`config.mk`:
```
export PLATFORM = sky130hd
export DESIGN_NAME = adc_trigger_ctrl
export DESIGN_NICKNAME = d
export VERILOG_FILES = /design/src/adc_ctrl_pkg.sv /design/src/adc_trigger_ctrl.sv
export VERILOG_INCLUDE_DIRS = /design/src
export SDC_FILE = /design/constraint.sdc
export NUM_CORES = 1
export LEC_CHECK = 0
export ABC_AREA = 1
export BUFFER_PORTS_ARGS = -buffer_cell sky130_fd_sc_hd__buf_2
export CAP_MARGIN = 20
export CORE_AREA = 2 2 119 121
export DETAILED_ROUTE_END_ITERATION = 6
export DIE_AREA = 0 0 121 123
export PLACE_DENSITY = 0.81
export SLEW_MARGIN = 10
export SYNTH_ARGS = -nofsm -noshare
export SYNTH_HDL_FRONTEND = slang
export SYNTH_SLANG_ARGS = --single-unit
```
`constraint.sdc`:
```
create_clock -name ref_clk_in -period 5.1 [get_ports ref_clk_in]
set_input_delay 0.255 -clock ref_clk_in [delete_from_list [all_inputs] [get_ports ref_clk_in]]
set_output_delay 0.255 -clock ref_clk_in [all_outputs]
set_load 0.005 [all_outputs]
```
`src/adc_ctrl_regs.svh`:
```
// Register offsets, field positions, reset values and timing counts for
// the converter control block. Assumes a 32-bit AXI4-Lite register bus.
`ifndef ADC_CTRL_REGS_SVH
`define ADC_CTRL_REGS_SVH

// ----------------------------------------------------------------------
// Register byte offsets
// ----------------------------------------------------------------------
`define ADC_OFS_CTRL 8'h00
`define ADC_OFS_TRIG 8'h04
`define ADC_OFS_RESULT 8'h08
`define ADC_OFS_CMPVAL 8'h0C
`define ADC_OFS_CLKCFG 8'h10
`define ADC_OFS_PINEN 8'h14
`define ADC_OFS_IRQSTAT 8'h18
`define ADC_OFS_IRQMASK 8'h1C

// ----------------------------------------------------------------------
// Field positions
// ----------------------------------------------------------------------
`define ADC_CTRL_CONT_BIT 5
`define ADC_CTRL_DONE_BIT 7
`define ADC_TRIG_HWEN_BIT 0
`define ADC_TRIG_CMPEN_BIT 1
`define ADC_TRIG_CMPGE_BIT 2
`define ADC_TRIG_BUSY_BIT 3
`define ADC_CFG_MODE8_BIT 4
`define ADC_IRQ_DONE_BIT 0
`define ADC_IRQ_CMP_BIT 1

// ----------------------------------------------------------------------
// Reset values and channel codes
// ----------------------------------------------------------------------
`define ADC_CHAN_RESET 5'h1F
`define ADC_CHAN_OFF 5'h1F
`define ADC_CHAN_LAST_EXT 5'h0F
`define ADC_CHAN_LAST_LOW 5'h15
`define ADC_CHAN_TEMP 5'h1A
`define ADC_CHAN_BANDGAP 5'h1B
`define ADC_CHAN_HIGH_REF 5'h1D
`define ADC_CHAN_LOW_REF 5'h1E

// ----------------------------------------------------------------------
// Timing counts in conversion clock ticks, and bus response codes
// ----------------------------------------------------------------------
`define ADC_SAMPLE_TICKS 3'd4
`define ADC_RESP_OKAY 2'b00
`define ADC_RESP_SLVERR 2'b10

`endif

```
`src/adc_ctrl_pkg.sv`:
```
// Types shared by the converter control block.
// Assumes nothing outside this package.
package adc_ctrl_pkg;
  // Converter sequencer states
  typedef enum logic [1:0] {ST_OFF, ST_IDLE, ST_SAMPLE, ST_CONVERT} conv_state_e;
  // Conversion clock source choices
  typedef enum logic [1:0] {SRC_BUS, SRC_BUS_HALF, SRC_LOCAL, SRC_ALT} clk_src_e;
endpackage

```
`src/adc_trigger_ctrl.sv`:
```
// Control logic of a 10-bit successive-approximation converter: register
// slave, clock source and divider, trigger, sequencer, compare, interrupt.
// Assumes an analog comparator sampled on this clock and a DAC driven here.
`timescale 1ns/1ps
`include "adc_ctrl_regs.svh"

module adc_trigger_ctrl
  import adc_ctrl_pkg::*;
(
  // Clock and reset
  input wire logic ref_clk_in,
  input wire logic rst_b_in,
  // AXI4-Lite write channels
  input wire logic awvalid_in,
  output logic awready_out,
  input wire logic [7:0] awaddr_in,
  input wire logic wvalid_in,
  output logic wready_out,
  input wire logic [31:0] wdata_in,
  input wire logic [3:0] wstrb_in,
  output logic bvalid_out,
  input wire logic bready_in,
  output logic [1:0] bresp_out,
  // AXI4-Lite read channels
  input wire logic arvalid_in,
  output logic arready_out,
  input wire logic [7:0] araddr_in,
  output logic rvalid_out,
  input wire logic rready_in,
  output logic [31:0] rdata_out,
  output logic [1:0] rresp_out,
  // Clock sources and periodic trigger from outside this domain
  input wire logic local_async_conv_clock_in,
  input wire logic alternate_conv_clock_in,
  input wire logic periodic_overflow_in,
  // Analog core
  input wire logic comparator_in,
  output logic [9:0] dac_code_out,
  output logic [4:0] channel_select_out,
  output logic [15:0] ext_channel_sel_out,
  output logic [15:0] pin_analog_enable_out,
  output logic low_ref_sel_out,
  output logic temp_sensor_sel_out,
  output logic bandgap_sel_out,
  output logic sample_out,
  output logic converter_off_out,
  // Interrupt
  output logic irq_out
);

  // ------------------------------
  // Reset release
  // ------------------------------
  logic [1:0] rst_pipe;
  logic rst_b;

  // Release is synchronous so no flop sees a partial reset edge
  always_ff @(posedge ref_clk_in or negedge rst_b_in) begin
    if (!rst_b_in) begin
      rst_pipe <= 2'b00;
    end else begin
      rst_pipe <= {rst_pipe[0], 1'b1};
    end
  end
  assign rst_b = rst_pipe[1];

  // ------------------------------
  // Input synchronisers (three stages, stage 2 and 3 must agree)
  // ------------------------------
  logic [2:0] sync_in;
  logic [2:0] sync_s1, sync_s2, sync_s3, sync_val;
  logic [2:0] next_sync_val;
  logic [2:0] sync_rise;

  assign sync_in = {periodic_overflow_in, alternate_conv_clock_in, local_async_conv_clock_in};

  // Filtered level moves only when the last two stages agree
  always_comb begin
    next_sync_val = sync_val;
    for (int i = 0; i < 3; i++) begin
      if (sync_s2[i] == sync_s3[i]) begin
        next_sync_val[i] = sync_s3[i];
      end
    end
  end

  always_ff @(posedge ref_clk_in or negedge rst_b) begin
    if (!rst_b) begin
      sync_s1 <= 3'b000;
      sync_s2 <= 3'b000;
      sync_s3 <= 3'b000;
      sync_val <= 3'b000;
    end else begin
      sync_s1 <= sync_in;
      sync_s2 <= sync_s1;
      sync_s3 <= sync_s2;
      sync_val <= next_sync_val;
    end
  end
  assign sync_rise = next_sync_val & ~sync_val;

  // ------------------------------
  // Register bus state
  // ------------------------------
  logic aw_held, w_held, next_aw_held, next_w_held;
  logic [7:0] waddr, next_waddr;
  logic [31:0] wdata, next_wdata;
  logic [3:0] wstrb, next_wstrb;
  logic next_bvalid, next_rvalid;
  logic [1:0] next_bresp, next_rresp;
  logic [31:0] next_rdata;
  logic wr_en, rd_en;

  // Control and status registers
  logic [4:0] chan, next_chan;
  logic cont, next_cont;
  logic done_flag, next_done_flag;
  logic hw_en, next_hw_en, cmp_en, next_cmp_en, cmp_ge, next_cmp_ge;
  logic [9:0] result, next_result, cmp_val, next_cmp_val;
  logic [4:0] clk_cfg, next_clk_cfg;
  logic [15:0] pin_en, next_pin_en;
  logic [1:0] irq_stat, next_irq_stat, irq_mask, next_irq_mask;

  // Sequencer state
  conv_state_e state, next_state;
  logic [2:0] samp_cnt, next_samp_cnt;
  logic [9:0] sar, next_sar;
  logic [3:0] bit_idx, next_bit_idx;
  logic half_tgl, next_half_tgl;
  logic [2:0] div_cnt, next_div_cnt;
  logic trig_phase, next_trig_phase;

  // Combinational helpers
  logic [31:0] strb_mask;
  logic src_tick, conv_tick, hw_trig;
  logic [2:0] div_max;
  logic [9:0] raw, fmt;
  logic cmp_true, finish;

  assign awready_out = !aw_held;
  assign wready_out = !w_held;
  assign arready_out = !rvalid_out;
  assign wr_en = aw_held && w_held && !bvalid_out;
  assign rd_en = arvalid_in && !rvalid_out;
  assign strb_mask = {{8{wstrb[3]}}, {8{wstrb[2]}}, {8{wstrb[1]}}, {8{wstrb[0]}}};

  // ------------------------------
  // Conversion clock: source select and divider
  // ------------------------------
  // Source ticks are enables; the block keeps one clock domain
  always_comb begin
    next_half_tgl = !half_tgl;
    case (clk_src_e'(clk_cfg[1:0]))
      SRC_BUS: src_tick = 1'b1;
      SRC_BUS_HALF: src_tick = half_tgl;
      SRC_LOCAL: src_tick = sync_rise[0];
      default: src_tick = sync_rise[1];
    endcase
    div_max = 3'((4'd1 << clk_cfg[3:2]) - 4'd1);
    conv_tick = src_tick && (div_cnt == div_max);
    next_div_cnt = div_cnt;
    if (src_tick) begin
      next_div_cnt = conv_tick ? 3'd0 : 3'(div_cnt + 3'd1);
    end
    // Counter output toggles per overflow; only its rising edge triggers
    next_trig_phase = trig_phase ^ sync_rise[2];
    hw_trig = sync_rise[2] && !trig_phase && hw_en;
  end

  // ------------------------------
  // Result shaping and compare
  // ------------------------------
  always_comb begin
    raw = sar;
    if (bit_idx < 4'd10) begin
      raw[bit_idx] = comparator_in;
    end
    if (chan <= `ADC_CHAN_LAST_LOW && chan > `ADC_CHAN_LAST_EXT) begin
      raw = 10'h000;
    end else if (chan == `ADC_CHAN_LOW_REF) begin
      raw = 10'h000;
    end else if (chan == `ADC_CHAN_HIGH_REF) begin
      raw = 10'h3FF;
    end
    // Reserved codes keep whatever the comparator produced
    fmt = clk_cfg[`ADC_CFG_MODE8_BIT] ? {2'b00, raw[9:2]} : raw;
    cmp_true = cmp_ge ? (fmt >= cmp_val) : (fmt < cmp_val);
    finish = (state == ST_CONVERT) && conv_tick && (bit_idx == 4'd0);
  end

  // ------------------------------
  // Bus, registers and sequencer next state
  // ------------------------------
  always_comb begin
    next_aw_held = aw_held;
    next_w_held = w_held;
    next_waddr = waddr;
    next_wdata = wdata;
    next_wstrb = wstrb;
    next_bvalid = bvalid_out && !bready_in;
    next_bresp = bresp_out;
    next_rvalid = rvalid_out && !rready_in;
    next_rresp = rresp_out;
    next_rdata = rdata_out;
    next_chan = chan;
    next_cont = cont;
    next_done_flag = done_flag;
    next_hw_en = hw_en;
    next_cmp_en = cmp_en;
    next_cmp_ge = cmp_ge;
    next_result = result;
    next_cmp_val = cmp_val;
    next_clk_cfg = clk_cfg;
    next_pin_en = pin_en;
    next_irq_stat = irq_stat;
    next_irq_mask = irq_mask;
    next_state = state;
    next_samp_cnt = samp_cnt;
    next_sar = sar;
    next_bit_idx = bit_idx;

    if (awvalid_in && !aw_held) begin
      next_aw_held = 1'b1;
      next_waddr = awaddr_in;
    end
    if (wvalid_in && !w_held) begin
      next_w_held = 1'b1;
      next_wdata = wdata_in;
      next_wstrb = wstrb_in;
    end

    // Read path; result read clears the done flag
    if (rd_en) begin
      next_rvalid = 1'b1;
      next_rresp = `ADC_RESP_OKAY;
      next_rdata = 32'h0000_0000;
      if (araddr_in == `ADC_OFS_CTRL) begin
        next_rdata = {24'h0, done_flag, 1'b0, cont, chan};
      end else if (araddr_in == `ADC_OFS_TRIG) begin
        next_rdata = {28'h0, (state == ST_SAMPLE || state == ST_CONVERT),
                      cmp_ge, cmp_en, hw_en};
      end else if (araddr_in == `ADC_OFS_RESULT) begin
        next_rdata = {22'h0, result};
        next_done_flag = 1'b0;
      end else if (araddr_in == `ADC_OFS_CMPVAL) begin
        next_rdata = {22'h0, cmp_val};
      end else if (araddr_in == `ADC_OFS_CLKCFG) begin
        next_rdata = {27'h0, clk_cfg};
      end else if (araddr_in == `ADC_OFS_PINEN) begin
        next_rdata = {16'h0000, pin_en};
      end else if (araddr_in == `ADC_OFS_IRQSTAT) begin
        next_rdata = {30'h0, irq_stat};
      end else if (araddr_in == `ADC_OFS_IRQMASK) begin
        next_rdata = {30'h0, irq_mask};
      end else begin
        next_rresp = `ADC_RESP_SLVERR;
      end
    end

    // Sequencer: triggers only count while idle
    case (state)
      ST_OFF: begin
        next_state = ST_OFF;
      end
      ST_IDLE: begin
        if (hw_trig) begin
          next_state = ST_SAMPLE;
          next_samp_cnt = 3'd0;
        end
      end
      ST_SAMPLE: begin
        if (conv_tick) begin
          next_samp_cnt = 3'(samp_cnt + 3'd1);
          if (samp_cnt == `ADC_SAMPLE_TICKS - 3'd1) begin
            next_state = ST_CONVERT;
            next_sar = 10'h200;
            next_bit_idx = 4'd9;
          end
        end
      end
      default: begin
        if (conv_tick) begin
          next_sar = raw;
          if (bit_idx == 4'd0) begin
            next_result = fmt;
            next_bit_idx = 4'd15;
            // Continuous conversions run on; single returns to idle
            next_state = cont ? ST_SAMPLE : ST_IDLE;
            next_samp_cnt = 3'd0;
          end else begin
            next_bit_idx = 4'(bit_idx - 4'd1);
            next_sar[bit_idx - 4'd1] = 1'b1;
          end
        end
      end
    endcase

    // Register writes take priority over the sequencer
    if (wr_en) begin
      next_aw_held = 1'b0;
      next_w_held = 1'b0;
      next_bvalid = 1'b1;
      next_bresp = `ADC_RESP_OKAY;
      if (waddr == `ADC_OFS_CTRL) begin
        next_chan = wdata[4:0];
        next_cont = wdata[`ADC_CTRL_CONT_BIT];
        next_done_flag = 1'b0;
        next_bit_idx = 4'd15;
        if (wdata[4:0] == `ADC_CHAN_OFF) begin
          next_state = ST_OFF;
        end else if (hw_en) begin
          next_state = ST_IDLE;
        end else begin
          next_state = ST_SAMPLE;
          next_samp_cnt = 3'd0;
        end
      end else if (waddr == `ADC_OFS_TRIG) begin
        next_hw_en = wdata[`ADC_TRIG_HWEN_BIT];
        next_cmp_en = wdata[`ADC_TRIG_CMPEN_BIT];
        next_cmp_ge = wdata[`ADC_TRIG_CMPGE_BIT];
      end else if (waddr == `ADC_OFS_CMPVAL) begin
        next_cmp_val = 10'((32'(cmp_val) & ~strb_mask) | (wdata & strb_mask));
      end else if (waddr == `ADC_OFS_CLKCFG) begin
        next_clk_cfg = wdata[4:0];
      end else if (waddr == `ADC_OFS_PINEN) begin
        next_pin_en = 16'((32'(pin_en) & ~strb_mask) | (wdata & strb_mask));
      end else if (waddr == `ADC_OFS_IRQSTAT) begin
        next_irq_stat = irq_stat & ~wdata[1:0];
      end else if (waddr == `ADC_OFS_IRQMASK) begin
        next_irq_mask = wdata[1:0];
      end else if (waddr != `ADC_OFS_RESULT) begin
        next_bresp = `ADC_RESP_SLVERR;
      end
    end

    // Completion sets flags; a set wins over a same-cycle clear, but a same-cycle control write drops the set
    if (finish && !(wr_en && waddr == `ADC_OFS_CTRL)) begin
      if (!cmp_en || cmp_true) begin
        next_done_flag = 1'b1;
        next_irq_stat[`ADC_IRQ_DONE_BIT] = 1'b1;
      end
      if (cmp_en && cmp_true) begin
        next_irq_stat[`ADC_IRQ_CMP_BIT] = 1'b1;
      end
    end
  end

  always_ff @(posedge ref_clk_in or negedge rst_b) begin
    if (!rst_b) begin
      aw_held <= 1'b0;
      w_held <= 1'b0;
      waddr <= 8'h00;
      wdata <= 32'h0000_0000;
      wstrb <= 4'h0;
      bvalid_out <= 1'b0;
      bresp_out <= `ADC_RESP_OKAY;
      rvalid_out <= 1'b0;
      rresp_out <= `ADC_RESP_OKAY;
      rdata_out <= 32'h0000_0000;
      chan <= `ADC_CHAN_RESET;
      cont <= 1'b0;
      done_flag <= 1'b0;
      hw_en <= 1'b0;
      cmp_en <= 1'b0;
      cmp_ge <= 1'b0;
      result <= 10'h000;
      cmp_val <= 10'h000;
      clk_cfg <= 5'h00;
      pin_en <= 16'h0000;
      irq_stat <= 2'b00;
      irq_mask <= 2'b00;
      state <= ST_OFF;
      samp_cnt <= 3'd0;
      sar <= 10'h000;
      bit_idx <= 4'd15;
      half_tgl <= 1'b0;
      div_cnt <= 3'd0;
      trig_phase <= 1'b0;
    end else begin
      aw_held <= next_aw_held;
      w_held <= next_w_held;
      waddr <= next_waddr;
      wdata <= next_wdata;
      wstrb <= next_wstrb;
      bvalid_out <= next_bvalid;
      bresp_out <= next_bresp;
      rvalid_out <= next_rvalid;
      rresp_out <= next_rresp;
      rdata_out <= next_rdata;
      chan <= next_chan;
      cont <= next_cont;
      done_flag <= next_done_flag;
      hw_en <= next_hw_en;
      cmp_en <= next_cmp_en;
      cmp_ge <= next_cmp_ge;
      result <= next_result;
      cmp_val <= next_cmp_val;
      clk_cfg <= next_clk_cfg;
      pin_en <= next_pin_en;
      irq_stat <= next_irq_stat;
      irq_mask <= next_irq_mask;
      state <= next_state;
      samp_cnt <= next_samp_cnt;
      sar <= next_sar;
      bit_idx <= next_bit_idx;
      half_tgl <= next_half_tgl;
      div_cnt <= next_div_cnt;
      trig_phase <= next_trig_phase;
    end
  end

  // ------------------------------
  // Analog routing outputs
  // ------------------------------
  // One-hot external select; each line gated by its pin enable
  for (genvar g = 0; g < 16; g++) begin : g_ext
    assign ext_channel_sel_out[g] = (chan == 5'(g)) && pin_en[g];
  end

  // Mux controls; bandgap buffer is software's duty before selecting
  assign channel_select_out = chan;
  assign pin_analog_enable_out = pin_en;
  assign low_ref_sel_out = (chan > `ADC_CHAN_LAST_EXT && chan <= `ADC_CHAN_LAST_LOW)
                           || chan == `ADC_CHAN_LOW_REF;
  assign temp_sensor_sel_out = (chan == `ADC_CHAN_TEMP);
  assign bandgap_sel_out = (chan == `ADC_CHAN_BANDGAP);
  assign sample_out = (state == ST_SAMPLE);
  assign converter_off_out = (state == ST_OFF);
  assign dac_code_out = sar;
  assign irq_out = |(irq_stat & irq_mask);

endmodule // adc_trigger_ctrl

```
* Word level (Yosys, flattened, before mapping)
Cells that the tools add are included.
Word-level totals: bits in registers 159, output and inout bits 94, word-level logic and storage cells 276
Cells by class: equal/unequal tests 45, shifts and indexed selects 1, reduce and logical (&&, ||, !) cells 66, magnitude comparators 9, $add $sub $neg 4, bitwise operators 21, muxes and demuxes 96
Operators with widths (number):
- $mux 16 | 6
- $mux 10 | 9
- $mux 2 | 36
- $eq 8x5->1 const B | 8
- $eq 5x4->1 const B | 8
- $logic_and 1x1->1 | 34
- $and 16x16->16 | 2
- $mux 3 | 9
- $eq 5x5->1 const B | 5
- $eq 8x4->1 const B | 3
- $mux 4 | 6
- $mux 1 | 22
- $eq 5x3->1 const B | 4
- $or 10x10->10 | 2
- $pmux 10 s2 | 1
- $eq 8x3->1 const B | 2
- $logic_not 8->1 | 2
- $not 16->16 | 1
- $or 16x16->16 | 1
- $and 10x10->10 | 1
- $bwmux 10 | 1
- $eq 5x2->1 const B | 2
- $ge 10x10->1 | 1
- $logic_not 1->1 | 10
- 42 further kinds | 66

* Depth between registers and ports, before layout
word-level depth 15, gate-level depth with buffers 20

* Worst setup path after synthesis
Ideal clock, no wire load.
kind register to register, start reg chan[4] (netlist: channel_select_out[4]), end reg done_flag, slack 2523 ps, arrival 2461 ps, cell stages (with the launch flop) 18, path buffers 1, data required time 4983 ps, period minus slack after synthesis 2577 ps, cell sequence dfstp_2 -> clkbuf_1 -> o211ai_1 -> nand2_1 -> inv_2 -> nand2_1 -> inv_1 -> o21ai_1 -> inv_1 -> ha_1 -> nand2_1 -> nor2_1 -> a21boi_0 -> o21bai_1 -> nand2_1 -> nand2_1 -> nand2_2 -> nand2_1
On the way: word-level cells in the longest chain between the ends 10
RTL lines:
- from (decl) | RTL line adc_trigger_ctrl.sv:115 | logic [4:0] chan, next_chan;
- from (signal assigned) | RTL line adc_trigger_ctrl.sv:360 | chan <= `ADC_CHAN_RESET;
- from (signal assigned) | RTL line adc_trigger_ctrl.sv:390 | chan <= next_chan;
- parallel branches: the longest is 3 deep, another holds $gt 5x4->1
- $mux 10 * | RTL line adc_trigger_ctrl.sv:178 | if (chan <= `ADC_CHAN_LAST_LOW && chan > `ADC_CHAN_LAST_EXT) begin
- $mux 10 * | RTL line adc_trigger_ctrl.sv:186 | fmt = clk_cfg[`ADC_CFG_MODE8_BIT] ? {2'b00, raw[9:2]} : raw;
- via fmt[7] | RTL line adc_trigger_ctrl.sv:137 | logic [9:0] raw, fmt;
- $lt 10x10->1 or $ge 10x10->1 (tied branches) | RTL line adc_trigger_ctrl.sv:187 | cmp_true = cmp_ge ? (fmt >= cmp_val) : (fmt < cmp_val);
- $mux 1 * | RTL line adc_trigger_ctrl.sv:187
- $logic_or 1x1->1 * | RTL line adc_trigger_ctrl.sv:338 | if (!cmp_en || cmp_true) begin
- $mux 1 * | RTL line adc_trigger_ctrl.sv:338
- $mux 1 * | RTL line adc_trigger_ctrl.sv:337 | if (finish && !(wr_en && waddr == `ADC_OFS_CTRL)) begin
- via next_done_flag | RTL line adc_trigger_ctrl.sv:117 | logic done_flag, next_done_flag;
- to (signal assigned) | RTL line adc_trigger_ctrl.sv:392 | done_flag <= next_done_flag;
- to (decl) | RTL line adc_trigger_ctrl.sv:117
Mark *: on every way through the listed nets, which the timed path passes. A chain may end at the register's enable or synchronous reset.

* Worst setup path after layout
start reg chan[2] (netlist: channel_select_out[2]), end reg done_flag
Same word-level chain as after synthesis.

==> flow_summary.yaml <==
clocking:
  cts_resized: 0
  clock_path_buffers: 2
  ctsHtreeMaxLevel: 4
  cts_buffers: 17
  cts-root-buf: "clkbuf_16"
  cts.sinks: 141
  insertion_delay_ns: 0.42
  cts_tree: "built"
  path_clk_slew_ns: 0.06
global_route:
  grt_pass1_vias: 5991
  grt_max_degree: 66
  grt_use_total_pct: 26.11
  antenna_found_initial: 0
  grt_first_pass_wirelength_mm: 29.95
  grt_overflow_total: 0
die:
  core_area_sq_um: 13610
  fp.dieArea_sq_um: 14880
  io_pins: 157
  die_h_microns: 123
  start_util_pct: 54.19
  die_w_microns: 121
  row_count: 43
final_layout:
  nNetsFinal: 1103
  regArea_sq_um: 3543
  antenna_cells: 0
  fillCellCount: 1156
  final_util_pct: 63.42
  final_area_sq_um: 8633
  area_growth_pct: 17.05
  multiInputGateArea_sq_um: 3213
  drive_gt1_share_pct: 20.93
yosys:
  synth_area_per_cell_sq_um: 8.269
  synth_cells: 892
  ys_ff_latch: 141
  netlist_area_sq_um: 7376
  yosys_warnings: 0
  synth_cell_types: 51
  synth-seq-area-share_pct: 47.99
timing:
  rsz0062_at_grt: "false"
  finalCritPeriodShare_pct: 59.90
  fin_ws_ns: 2.045
  setup_viol: 0
  hold_viol: 0
  fin_setup_tns_ns: 0
  fmax_mhz: 327.3
  fin_crit_ns: 3.055
  slew_violations: 0
  max-slew-margin-rel_pct: 37.33
  skew_ns: 0.007441
  tightest_slew_ns: 0.9349
setup_path:
  critPathLaunchType: "register"
  arrival_ns: 3.36
  worstSetupPathType: "reg2reg"
  r2r_cells: 18
  required_ns: 5.41
  path_max_fanout: 9
  crit_path_end_kind: "register"
detailed_routing:
  vias: 6454
  drtAntennaViolNets: 0
  dr.pass1.iters: 5
  avgRoutedWirePerCell_microns: 15.15
  drc: 0
  drt_iter0_drc: 551
  wl_mm: 18.36
  viasPerCell: 5.325
placed_design:
  place_ws_ns: 2.132
  hpwl_mm: 13.81
  dpl_cell_area_sq_um: 8034
  portBuffers: 120
  gp_congestion: 0.9352
power:
  p_leak_nw: 4.442
  total_power_mw: 3.570
  pwr_density_cell_nw_per_um2: 413.6
  irDropWorstVdd_uv: 335.0
status:
  status: "completed"
flow_run:
  maxCapViolCount: 0
hold_path:
  min_path_cells: 2
  min_path_type: "in2reg"
==> cell usage after synthesis, drive strengths merged <==
master / number / area [sq um]
nand2: 230 / 878.3
dfrtp: 132 / 3303
inv: 110 / 412.9
o21ai: 97 / 556.8
nor2: 73 / 315.3
a21oi: 51 / 255.2
nand3: 45 / 260.3
buf: 27 / 220.2
ha: 20 / 250.2
nor3: 15 / 90.09
o211ai: 14 / 110.1
dfstp: 9 / 236.5
clkbuf: 8 / 30.03
mux2: 7 / 78.83
nand4: 7 / 50.05
o22ai: 6 / 37.54
clkinv: 5 / 23.77
a31oi: 4 / 25.02
nor4: 4 / 25.02
maj3: 3 / 30.03
nor3b: 3 / 22.52
o21bai: 3 / 22.52
or2: 3 / 21.28
a22o: 2 / 17.52
conb: 2 / 7.510
nand3b: 2 / 15.01
o21a: 2 / 15.01
xor2: 2 / 17.52
a211oi: 1 / 7.510
a21boi: 1 / 7.510
nor2b: 1 / 6.260
o211a: 1 / 10.01
o31ai: 1 / 7.510
xnor2: 1 / 8.760
==> critical path: stages (launching register included) <==
cell and delay (ns):
dfstp_2 0.59, nand2_1 0.13, inv_1 0.12, nand4_1 0.08, nand2_1 0.20, inv_2 0.13, nand2_1 0.12, inv_1 0.06
o21ai_1 0.19, inv_1 0.07, ha_1 0.30, nand2_1 0.05, nor2_1 0.16, a21boi_0 0.29, o21bai_1 0.15, nand2_1 0.08
nand2_1 0.06, nand2_2 0.11, nand2_1 0.06
==> cell type report <==
| cell class | instances | share of cell area (%) |
|---|---|---|
| clock buffer | 21 | 5.217 |
| clock inverter | 10 | 1.087 |
| inverter | 115 | 5.058 |
| multi-input combinational | 618 | 37.22 |
| sequential | 141 | 41.04 |
| tap | 180 | 2.609 |
| timing repair buffer | 127 | 7.768 |
==> power by group <==
group | switching (mW) | total, mW | internal [mW]
sequential | 0.167 | 1.50 | 1.34
clock | 0.468 | 1.15 | 0.680
combinational | 0.596 | 0.918 | 0.321
==> cells by family after synthesis <==
| family | synth area share, % |
|---|---|
| XOR/XNOR | 0.3563 |
| multiplexers | 1.069 |
| flip-flops | 47.99 |
| AO/OA/AOI/OAI | 14.54 |
| AND/OR/NAND/NOR | 22.83 |
| buffers and inverters | 9.313 |
| other | 0.1018 |
| adder cells (fa/ha/maj) | 3.800 |
==> through the flow <==
| step | std cells | hold slack [ns] |
|---|---|---|
| 6_report | 1212 | 0.02409 |
| 5_1_grt | 1212 | 0.02924 |
| 4_1_cts | 1211 | 0.01330 |
| 3_5_place_dp | 1176 | 0.04331 |
| 3_3_place_gp | 1176 | 0.04142 |
| 2_1_floorplan | 909 | -0.04059 |
==> worst paths after layout <==
kind | from | slack (ns) | to
hold / removal | bready_in | 0.02 | bvalid_out
setup reg to reg | channel_select_out[2] | 2.05 | done_flag
min in group asynchronous | rst_b_in | 0.14 | rst_pipe[1]
hold reg to reg | sync_s1[0] | 0.35 | sync_s2[0]
setup / recovery | channel_select_out[2] | 2.05 | done_flag
max in group asynchronous | rst_pipe[1] | 3.58 | channel_select_out[1]
==> placed cells by master, fill, tap and decap left out, drive strengths merged, types with 15 or more instances in the layout <==
master / n
nor2: 73
conb: 19
ha: 20
clkbuf: 21
nand3: 45
inv: 111
buf: 123
dfrtp: 132
a21oi: 51
o21ai: 97
nor3: 15
nand2: 230
==> metal layers <==
layer | global-route usage, % | part of all wire, % | up-vias
li1 | - | - | 3147
met1 | 36.22 | 45 | 3036
met2 | 40.70 | 47 | 225
met3 | 4.382 | 5.3 | 46
met4 | 11.41 | 2.9 | 0
met5 | 0 | 0 | -
==> repair_timing <==
item                      in CTS  in global routing
hold buffers                   4                  0
buffers inserted               0                  0
hold endpoints to repair       5                  0
Power figures use the tool's default switching activity.
